## config.mk

```make
export PLATFORM = sky130hd
export DESIGN_NAME = ctmr_top
export DESIGN_NICKNAME = d
export VERILOG_FILES = /design/src/core/ctmr_pkg.sv /design/src/core/ctmr_top.sv
export SDC_FILE = /design/constraint.sdc
export NUM_CORES = 1
export LEC_CHECK = 0
export BUFFER_PORTS_ARGS = -buffer_cell sky130_fd_sc_hd__buf_2
export CORE_MARGIN = 2
export CORE_UTILIZATION = 45
export DETAILED_ROUTE_END_ITERATION = 16
export PLACE_DENSITY = 0.65
export SETUP_SLACK_MARGIN = 0.05
export SLEW_MARGIN = 20
export SYNTH_ARGS = -nofsm -noshare
export SYNTH_HDL_FRONTEND = slang
export SYNTH_SLANG_ARGS = --single-unit
```

## constraint.sdc

```tcl
create_clock -name CLOCK -period 4.05 [get_ports CLOCK]
set_clock_uncertainty 0.2 [all_clocks]
set_input_delay 0.2025 -clock CLOCK [delete_from_list [all_inputs] [get_ports CLOCK]]
set_output_delay 0.2025 -clock CLOCK [all_outputs]
set_load 0.02 [all_outputs]
```

## src/core/ctmr_pkg.sv

```systemverilog
// compact timer package: register map, field layout, reset values, modes
package ctmr_pkg;
  localparam logic [7:0] CTMR_OFS_CTRL_A = 8'h00;
  localparam logic [7:0] CTMR_OFS_CTRL_B = 8'h04;
  localparam logic [7:0] CTMR_OFS_CNT_LO = 8'h08;
  localparam logic [7:0] CTMR_OFS_CNT_HI = 8'h0c;
  localparam logic [7:0] CTMR_OFS_CMPA_LO = 8'h10;
  localparam logic [7:0] CTMR_OFS_CMPA_HI = 8'h14;
  localparam logic [7:0] CTMR_OFS_CMPP = 8'h18;
  localparam logic [7:0] CTMR_OFS_FLAGS = 8'h1c;
  // control A fields
  localparam int CTMR_POS_PAUSE = 7;
  localparam int CTMR_POS_CKSEL = 4;
  localparam int CTMR_POS_ON = 3;
  // control B fields
  localparam int CTMR_POS_MODE = 6;
  localparam int CTMR_POS_IO = 4;
  localparam int CTMR_POS_OC = 3;
  localparam int CTMR_POS_POL = 2;
  localparam int CTMR_POS_DPX = 1;
  localparam int CTMR_POS_CCLR = 0;
  // flags register fields
  localparam int CTMR_POS_FLAG_A = 0;
  localparam int CTMR_POS_FLAG_P = 1;
  localparam logic [7:0] CTMR_RST_BYTE = 8'h00;
  localparam logic [15:0] CTMR_RST_WORD = 16'h0000;
  localparam logic [1:0] CTMR_RESP_OKAY = 2'h0;
  localparam logic [1:0] CTMR_RESP_SLVERR = 2'h2;
  typedef enum logic [1:0]
  {
    CTMR_MODE_CMP = 2'b00,
    CTMR_MODE_UNDEF = 2'b01,
    CTMR_MODE_PWM = 2'b10,
    CTMR_MODE_TMR = 2'b11
  } ctmr_mode_t;
  typedef enum logic [2:0]
  {
    CTMR_CK_SYS4 = 3'b000,
    CTMR_CK_SYS = 3'b001,
    CTMR_CK_H16 = 3'b010,
    CTMR_CK_H64 = 3'b011,
    CTMR_CK_SUB0 = 3'b100,
    CTMR_CK_SUB1 = 3'b101,
    CTMR_CK_PINR = 3'b110,
    CTMR_CK_PINF = 3'b111
  } ctmr_cksel_t;
endpackage

```

## src/core/ctmr_top.sv

```systemverilog
// compact timer core with AXI4-Lite register slave
//
// Decided for this implementation: the register addresses and the AXI4-Lite register port.
`timescale 1ns/100ps
module ctmr_top
  import ctmr_pkg::*;
(
  input wire logic CLOCK,
  input wire logic RST_N,
  input wire logic EXT_COUNT_PIN,
  input wire logic SUB_CLOCK,
  output logic TIMER_OUT,
  output logic TIMER_OUT_USED,
  input wire logic [7:0] AWADDR,
  input wire logic AWVALID,
  output logic AWREADY,
  input wire logic [31:0] WDATA,
  input wire logic [3:0] WSTRB,
  input wire logic WVALID,
  output logic WREADY,
  output logic [1:0] BRESP,
  output logic BVALID,
  input wire logic BREADY,
  input wire logic [7:0] ARADDR,
  input wire logic ARVALID,
  output logic ARREADY,
  output logic [31:0] RDATA,
  output logic [1:0] RRESP,
  output logic RVALID,
  input wire logic RREADY
);
  logic rst_s1_reg, rst_n_reg;
  logic ext_s1_reg, ext_s2_reg, ext_s3_reg;
  logic sub_s1_reg, sub_s2_reg, sub_s3_reg;
  logic [5:0] psc_reg;
  logic aw_full_reg, w_full_reg, w_strb_reg, bvalid_reg, rvalid_reg;
  logic [7:0] aw_addr_reg, w_data_reg, rd_addr_reg, cmp_p_reg, buf_reg, rd_byte;
  logic [1:0] bresp_reg, rresp_reg, io_reg;
  logic [31:0] rdata_reg;
  logic pause_reg, on_reg, on_prev_reg, oc_reg, pol_reg, dpx_reg, cclr_reg;
  ctmr_cksel_t cksel_reg;
  ctmr_mode_t mode_reg;
  logic [15:0] cmp_a_reg, cnt_reg, cnt_next, cnt_inc;
  logic out_reg, out_next, flag_a_reg, flag_p_reg, pin_reg;
  logic wr_fire, rd_fire, wr_ok, rd_hit, on_rise, tick_sel, tick_ok;
  logic match_a, match_p, clr_by_a, clear_now, pwm_on, level_c, pin_used;
  logic [16:0] duty_val;

  // reset release through two flops
  always_ff @(posedge CLOCK or negedge RST_N)
  begin
    if (!RST_N)
      {rst_s1_reg, rst_n_reg} <= 2'h0;
    else
    begin
      rst_s1_reg <= 1'b1;
      rst_n_reg <= rst_s1_reg;
    end
  end

  // pin and sub clock synchronisers; stage 3 only feeds edge detection
  always_ff @(posedge CLOCK or negedge rst_n_reg)
  begin
    if (!rst_n_reg)
    begin
      {ext_s3_reg, ext_s2_reg, ext_s1_reg} <= 3'h0;
      {sub_s3_reg, sub_s2_reg, sub_s1_reg} <= 3'h0;
    end
    else
    begin
      {ext_s3_reg, ext_s2_reg, ext_s1_reg} <= {ext_s2_reg, ext_s1_reg, EXT_COUNT_PIN};
      {sub_s3_reg, sub_s2_reg, sub_s1_reg} <= {sub_s2_reg, sub_s1_reg, SUB_CLOCK};
    end
  end

  // high clock taken as the system clock; one shared prescaler
  always_ff @(posedge CLOCK or negedge rst_n_reg)
  begin
    if (!rst_n_reg)
      psc_reg <= 6'h00;
    else
      psc_reg <= psc_reg + 6'h01;
  end

  always_comb
  begin
    case (cksel_reg)
      CTMR_CK_SYS4: tick_sel = &psc_reg[1:0];
      CTMR_CK_SYS: tick_sel = 1'b1;
      CTMR_CK_H16: tick_sel = &psc_reg[3:0];
      CTMR_CK_H64: tick_sel = &psc_reg;
      CTMR_CK_SUB0, CTMR_CK_SUB1: tick_sel = sub_s2_reg & ~sub_s3_reg;
      CTMR_CK_PINR: tick_sel = ext_s2_reg & ~ext_s3_reg;
      CTMR_CK_PINF: tick_sel = ~ext_s2_reg & ext_s3_reg;
      default: tick_sel = 1'b0;
    endcase
  end

  // AXI write side: address and data may arrive in either order
  assign AWREADY = ~aw_full_reg;
  assign WREADY = ~w_full_reg;
  assign wr_fire = aw_full_reg & w_full_reg & ~bvalid_reg;
  assign wr_ok = wr_fire & w_strb_reg;
  assign BVALID = bvalid_reg;
  assign BRESP = bresp_reg;

  always_ff @(posedge CLOCK or negedge rst_n_reg)
  begin
    if (!rst_n_reg)
    begin
      {aw_full_reg, w_full_reg, w_strb_reg, bvalid_reg} <= 4'h0;
      aw_addr_reg <= CTMR_RST_BYTE;
      w_data_reg <= CTMR_RST_BYTE;
      bresp_reg <= CTMR_RESP_OKAY;
    end
    else
    begin
      if (AWVALID && !aw_full_reg)
      begin
        aw_full_reg <= 1'b1;
        aw_addr_reg <= AWADDR;
      end
      else if (wr_fire)
        aw_full_reg <= 1'b0;
      if (WVALID && !w_full_reg)
      begin
        w_full_reg <= 1'b1;
        w_data_reg <= WDATA[7:0];
        w_strb_reg <= WSTRB[0];
      end
      else if (wr_fire)
        w_full_reg <= 1'b0;
      if (wr_fire)
      begin
        bvalid_reg <= 1'b1;
        bresp_reg <= (aw_addr_reg[1:0] == 2'h0 && aw_addr_reg <= CTMR_OFS_FLAGS
          && aw_addr_reg != CTMR_OFS_CNT_LO && aw_addr_reg != CTMR_OFS_CNT_HI)
          ? CTMR_RESP_OKAY : CTMR_RESP_SLVERR;
      end
      else if (BREADY)
        bvalid_reg <= 1'b0;
    end
  end

  // control and compare registers
  always_ff @(posedge CLOCK or negedge rst_n_reg)
  begin
    if (!rst_n_reg)
    begin
      {pause_reg, on_reg, oc_reg, pol_reg, dpx_reg, cclr_reg} <= 6'h00;
      cksel_reg <= CTMR_CK_SYS4;
      mode_reg <= CTMR_MODE_CMP;
      io_reg <= 2'h0;
      cmp_a_reg <= CTMR_RST_WORD;
      cmp_p_reg <= CTMR_RST_BYTE;
    end
    else if (wr_ok)
    begin
      case (aw_addr_reg)
        CTMR_OFS_CTRL_A:
        begin
          pause_reg <= w_data_reg[CTMR_POS_PAUSE];
          cksel_reg <= ctmr_cksel_t'(w_data_reg[CTMR_POS_CKSEL +: 3]);
          on_reg <= w_data_reg[CTMR_POS_ON];
        end
        CTMR_OFS_CTRL_B:
        begin
          mode_reg <= ctmr_mode_t'(w_data_reg[CTMR_POS_MODE +: 2]);
          io_reg <= w_data_reg[CTMR_POS_IO +: 2];
          oc_reg <= w_data_reg[CTMR_POS_OC];
          pol_reg <= w_data_reg[CTMR_POS_POL];
          dpx_reg <= w_data_reg[CTMR_POS_DPX];
          cclr_reg <= w_data_reg[CTMR_POS_CCLR];
        end
        CTMR_OFS_CMPA_HI: cmp_a_reg <= {w_data_reg, buf_reg};
        CTMR_OFS_CMPP: cmp_p_reg <= w_data_reg;
        default: ;
      endcase
    end
  end

  // shared low-byte buffer; a write lands here until the high byte goes
  always_ff @(posedge CLOCK or negedge rst_n_reg)
  begin
    if (!rst_n_reg)
      buf_reg <= CTMR_RST_BYTE;
    else if (wr_ok && aw_addr_reg == CTMR_OFS_CMPA_LO)
      buf_reg <= w_data_reg;
    else if (rd_fire && ARADDR == CTMR_OFS_CNT_HI)
      buf_reg <= cnt_reg[7:0];
    else if (rd_fire && ARADDR == CTMR_OFS_CMPA_HI)
      buf_reg <= cmp_a_reg[7:0];
  end

  // AXI read side
  assign ARREADY = ~rvalid_reg;
  assign rd_fire = ARVALID & ~rvalid_reg;
  assign RVALID = rvalid_reg;
  assign RDATA = rdata_reg;
  assign RRESP = rresp_reg;

  always_comb
  begin
    rd_hit = 1'b1;
    case (ARADDR)
      CTMR_OFS_CTRL_A: rd_byte = {pause_reg, cksel_reg, on_reg, 3'h0};
      CTMR_OFS_CTRL_B:
        rd_byte = {mode_reg, io_reg, oc_reg, pol_reg, dpx_reg, cclr_reg};
      CTMR_OFS_CNT_LO: rd_byte = buf_reg;
      CTMR_OFS_CNT_HI: rd_byte = cnt_reg[15:8];
      CTMR_OFS_CMPA_LO: rd_byte = buf_reg;
      CTMR_OFS_CMPA_HI: rd_byte = cmp_a_reg[15:8];
      CTMR_OFS_CMPP: rd_byte = cmp_p_reg;
      CTMR_OFS_FLAGS: rd_byte = {6'h00, flag_p_reg, flag_a_reg};
      default:
      begin
        rd_byte = CTMR_RST_BYTE;
        rd_hit = 1'b0;
      end
    endcase
  end

  always_ff @(posedge CLOCK or negedge rst_n_reg)
  begin
    if (!rst_n_reg)
    begin
      rvalid_reg <= 1'b0;
      rdata_reg <= 32'h0000_0000;
      rresp_reg <= CTMR_RESP_OKAY;
      rd_addr_reg <= CTMR_RST_BYTE;
    end
    else if (rd_fire)
    begin
      rvalid_reg <= 1'b1;
      rdata_reg <= {24'h00_0000, rd_byte};
      rresp_reg <= rd_hit ? CTMR_RESP_OKAY : CTMR_RESP_SLVERR;
      rd_addr_reg <= ARADDR;
    end
    else if (RREADY)
      rvalid_reg <= 1'b0;
  end

  // counter and comparators
  assign on_rise = on_reg & ~on_prev_reg;
  assign tick_ok = on_reg & ~pause_reg & tick_sel;
  assign cnt_inc = cnt_reg + 16'h0001;
  assign clr_by_a = (mode_reg == CTMR_MODE_PWM) ? dpx_reg : cclr_reg;

  always_comb
  begin
    match_a = tick_ok && cmp_a_reg != CTMR_RST_WORD && cnt_inc == cmp_a_reg;
    if (cmp_p_reg == CTMR_RST_BYTE)
      match_p = tick_ok && cnt_reg == 16'hffff;
    else
      match_p = tick_ok && cnt_inc == {cmp_p_reg, 8'h00};
    clear_now = clr_by_a ? match_a : match_p;
    if (on_rise)
      cnt_next = CTMR_RST_WORD;
    else if (tick_ok)
      cnt_next = clear_now ? CTMR_RST_WORD : cnt_inc;
    else
      cnt_next = cnt_reg;
  end

  always_ff @(posedge CLOCK or negedge rst_n_reg)
  begin
    if (!rst_n_reg)
    begin
      cnt_reg <= CTMR_RST_WORD;
      on_prev_reg <= 1'b0;
    end
    else
    begin
      cnt_reg <= cnt_next;
      on_prev_reg <= on_reg;
    end
  end

  // flags: a hardware set wins over a write-one clear in the same cycle
  always_ff @(posedge CLOCK or negedge rst_n_reg)
  begin
    if (!rst_n_reg)
      {flag_a_reg, flag_p_reg} <= 2'h0;
    else
    begin
      if (match_a)
        flag_a_reg <= 1'b1;
      else if (wr_ok && aw_addr_reg == CTMR_OFS_FLAGS && w_data_reg[CTMR_POS_FLAG_A])
        flag_a_reg <= 1'b0;
      if (match_p && (mode_reg == CTMR_MODE_PWM || !cclr_reg))
        flag_p_reg <= 1'b1;
      else if (wr_ok && aw_addr_reg == CTMR_OFS_FLAGS && w_data_reg[CTMR_POS_FLAG_P])
        flag_p_reg <= 1'b0;
    end
  end

  // compare-mode output state
  always_comb
  begin
    out_next = out_reg;
    if (on_rise)
      out_next = oc_reg;
    else if (mode_reg == CTMR_MODE_CMP && match_a)
    begin
      case (io_reg)
        2'h1: out_next = 1'b0;
        2'h2: out_next = 1'b1;
        2'h3: out_next = ~out_reg;
        default: out_next = out_reg;
      endcase
    end
  end

  always_ff @(posedge CLOCK or negedge rst_n_reg)
  begin
    if (!rst_n_reg)
      out_reg <= 1'b0;
    else
      out_reg <= out_next;
  end

  // pwm: duty from A or from P scaled by 256, P of zero meaning full 65536
  always_comb
  begin
    if (dpx_reg)
      duty_val = (cmp_p_reg == CTMR_RST_BYTE) ? 17'h10000 : {1'b0, cmp_p_reg, 8'h00};
    else
      duty_val = {1'b0, cmp_a_reg};
    pwm_on = {1'b0, cnt_reg} < duty_val;
  end

  always_comb
  begin
    pin_used = (mode_reg == CTMR_MODE_CMP) || (mode_reg == CTMR_MODE_PWM);
    case (mode_reg)
      CTMR_MODE_CMP: level_c = out_reg;
      CTMR_MODE_PWM:
      begin
        case (io_reg)
          2'h1: level_c = oc_reg;
          2'h2: level_c = pwm_on ? oc_reg : ~oc_reg;
          default: level_c = ~oc_reg;
        endcase
      end
      default: level_c = 1'b0;
    endcase
  end

  // pin is registered, so it follows the internal level by one cycle
  always_ff @(posedge CLOCK or negedge rst_n_reg)
  begin
    if (!rst_n_reg)
      pin_reg <= 1'b0;
    else
      pin_reg <= pin_used ? (level_c ^ pol_reg) : 1'b0;
  end

  assign TIMER_OUT = pin_reg;
  assign TIMER_OUT_USED = pin_used;
endmodule

```

==> out/qor.log <==
[critical_path] required time at the endpoint of the critical path 4.12 ns
[synthesis] largest area contributor in the netlist sky130_fd_sc_hd__dfrtp_1
[grt] pin count of the biggest net entering global routing 53
[sta] Final Max Slew Viols 0
[grt] initial antenna violation count 0
[critical_path] nature of the critical path startpoint flip-flop
[clocking] maximum level of the CTS H-tree 3
[floorplanning] row count 45
[sta] RSZ-0062 raised after global routing no
[hold_path] Hold/Removal Path Class input pin to flip-flop
[sta] number of failing setup endpoints in the final timing report 0
[layout] Final Util 0.5147
[clocking] CTS Sinks 111
[grt] total gr overflow 0
[clocking] TritonCTS buffer count 9
[layout] number of fillers in the final layout 1,358
[clocking] clock tree from TritonCTS yes
[sta] Tmin final 3.744 ns
[floorplanning] die span in x 128.2 um
[detailed_routing] Routed Antenna Nets 0
[synthesis] leading register cell type out of synthesis sky130_fd_sc_hd__dfrtp_1
[synthesis] Synth Instances 689
[critical_path] kind of end point of the critical path flip-flop
[synthesis] Synth top area share 0.4001
[layout] area taken by multi-input logic gates 3815 um^2
[critical_path] Critical path destination cnt_reg[7]
[layout] layout cells sized above 1 0.2135
[floorplanning] Initial Utilization 0.4584
[detailed_routing] DRC errors left 0
[grt] vias in the first global route 5,372
[grt] wire length of the first global-routing pass 27.99 mm
[placed_design] total half-perimeter wirelength after legalization and detailed placement 13.02 mm
[layout] nets@finish 831
[placed_design] final weighted congestion in routability-driven placement 0.9052
[detailed_routing] Avg Vias per Cell 5.760
[placed_design] cell count after placement 900
[synthesis] number of synthesis warnings 0
[synthesis] Synth cell types 73
[power] LEAKAGE 3.613 nW
[detailed_routing] via count 5,426
[synthesis] asr flop ratio synth 1.000
[clocking] root buffer cell sky130_fd_sc_hd__clkbuf_16
[sta] Max transition margin 0.3171
[power] Power Dens Cells 400.6 nW/um^2
[floorplanning] placeable core area 15,150 um^2
[sta] Worst-Margin Slew 1.021 ns
[critical_path] maximum fanout count along the critical path 26
[synthesis] top cells by area in the synthesized netlist sky130_fd_sc_hd__dfrtp_1, sky130_fd_sc_hd__mux2_2, sky130_fd_sc_hd__mux2i_1
[grt] Tot GR Track Use 0.2208
[clocking] number of buffers added for setup after CTS 0
[placed_design] Port Buffers 50
[status] run status finished, final reports clean
[synthesis] post-synthesis instance area 6943 um^2
[floorplanning] top-level I/O count 104
[layout] number of antenna repair diodes 0
[synthesis] number of synthesized flops with an enable pin 0
[floorplanning] Die Ht 128.2 um
[critical_path] Critical R2R Launch cnt_reg[3]
[power] Peak VDD IR 367.8 uV
[critical_path] WP data arrival 3.82 ns
[critical_path] Reg2Reg Capture Point cnt_reg[7]
[detailed_routing] number of optimization iterations in the first detailed-route pass 5
[synthesis] most numerous cell in the Yosys netlist sky130_fd_sc_hd__dfrtp_1
[synthesis] mean post-synth cell area 10.08 um^2
[sta] top achievable clock speed 267.1 MHz
[sta] period utilization 0.9244
[job] max-cap check violation count 0
[layout] Final Non-Filler Cells 942
[power] total chip power 3.123 mW
[floorplanning] die area 16,440 um^2
[clocking] Clock Latency Late Sink 0.36 ns
[critical_path] Register-to-Register Setup Slack 0.31 ns
[layout] sequential cell area 2781 um^2
[clocking] number of buffers between clock root and the deepest sink 2
[critical_path] critical path start-end classification flip-flop to flip-flop
[critical_path] launching instance or port of the critical path cnt_reg[3]
[sta] Final Hold Violating Endpoints 0
[synthesis] Yosys reg bits 111
[detailed_routing] routed wire length per instance 18.41 um
[critical_path] Worst Reg2Reg Path Length in Cells 9
[sta] Sum Neg Setup Slack 0 ns
[layout] layout overhead on the synthesized area 12.27%
[clocking] clock slew at reported path FFs 0.09 ns
[detailed_routing] Iteration-0 DRC Markers 452
[sta] post-route worst hold slack 0.09542 ns
[detailed_routing] wire length reported by the detailed router 17.34 mm
[synthesis] portion of the post-synthesis area used by sequential elements 0.4001
[synthesis] most numerous cell types in the synthesized netlist sky130_fd_sc_hd__dfrtp_1, sky130_fd_sc_hd__mux2_2, sky130_fd_sc_hd__a21oi_1, sky130_fd_sc_hd__nand2_1, sky130_fd_sc_hd__nor2_1
-- metrics by stage --
step | worst slack, ns | instance area, um^2
2_1_floorplan | 0.5288 | 7037
3_3_place_gp | 0.3842 | 7237
3_5_place_dp | 0.3542 | 7237
4_1_cts | 0.3153 | 7785
5_1_grt | 0.05869 | 7795
6_report | 0.3061 | 7795
-- logic make-up after synthesis --
kind of cell,after synthesis,share of synthesized area
compound gates,138,0.1325
xor+xnor,36,0.04938
fa+ha+maj,21,0.03784
buf+inv,84,0.06433
flops,111,0.4001
mux,93,0.1487
other cells,2,0.001082
simple gates,204,0.1662
-- repair_timing --
| action | CTS | global route |
|---|---|---|
| resized for setup | 0 | 0 |
| hold buffers | 25 | 0 |
| endpoints found under the hold margin | 25 | 0 |
-- worst max-delay path: stages (launching register included) --
cell,delay (ns)
sky130_fd_sc_hd__dfrtp_1,0.72
sky130_fd_sc_hd__nand2_1,0.22
sky130_fd_sc_hd__or3_1,0.51
sky130_fd_sc_hd__o311a_1,0.36
sky130_fd_sc_hd__and4_1,0.22
sky130_fd_sc_hd__nand4_2,0.12
sky130_fd_sc_hd__nor4b_4,0.07
sky130_fd_sc_hd__a211oi_4,0.86
sky130_fd_sc_hd__a21oi_1,0.17
sky130_fd_sc_hd__mux2i_1,0.17
-- cells in the final DEF (no fill, tap or decap), types with 22 or more instances in the layout --
cell type                       instances
sky130_fd_sc_hd__o21ai_0               25
sky130_fd_sc_hd__dlygate4sd3_1         25
sky130_fd_sc_hd__mux2i_1               30
sky130_fd_sc_hd__nand3_1               25
sky130_fd_sc_hd__mux2_2                61
sky130_fd_sc_hd__inv_1                 22
sky130_fd_sc_hd__dfrtp_1              110
sky130_fd_sc_hd__nor2_1                38
sky130_fd_sc_hd__conb_1                27
sky130_fd_sc_hd__nand2_1               42
sky130_fd_sc_hd__a21oi_1               46
sky130_fd_sc_hd__buf_2                 50
sky130_fd_sc_hd__xnor2_1               22
-- worst min path at each step --
stage,startpoint,to,slack (ns),cells after the start
6_report,ARADDR[0],RRESP[1],0.1,4
5_1_grt,ARADDR[0],RRESP[1],0.13,4
4_1_cts,ARADDR[0],RRESP[1],0.09,4
3_5_place_dp,RST_N,rst_n_reg,-0.21,1
3_3_place_gp,RST_N,rst_s1_reg,-0.21,1
2_1_floorplan,RST_N,rst_n_reg,-0.29,0
-- routing by layer --
layer	part of all wire	track usage
met1	0.44	0.2902
met2	0.50	0.3730
met3	0.043	0.02880
met4	0.023	0.08274
met5	0	0
-- cell type report --
cell class,count,area share
Inverter,22,0.01059
Multi-Input combinational cell,519,0.4894
Timing Repair Buffer,86,0.07480
Clock inverter,7,0.009310
Sequential cell,111,0.3568
Clock buffer,9,0.02889
Tap cell,188,0.03018
-- power breakdown --
group / switching [mW] / internal (mW)
registers: 0.253 / 1.28
logic: 0.365 / 0.346
clock network: 0.448 / 0.436
Note: power is estimated with default switching activity, not from simulation.
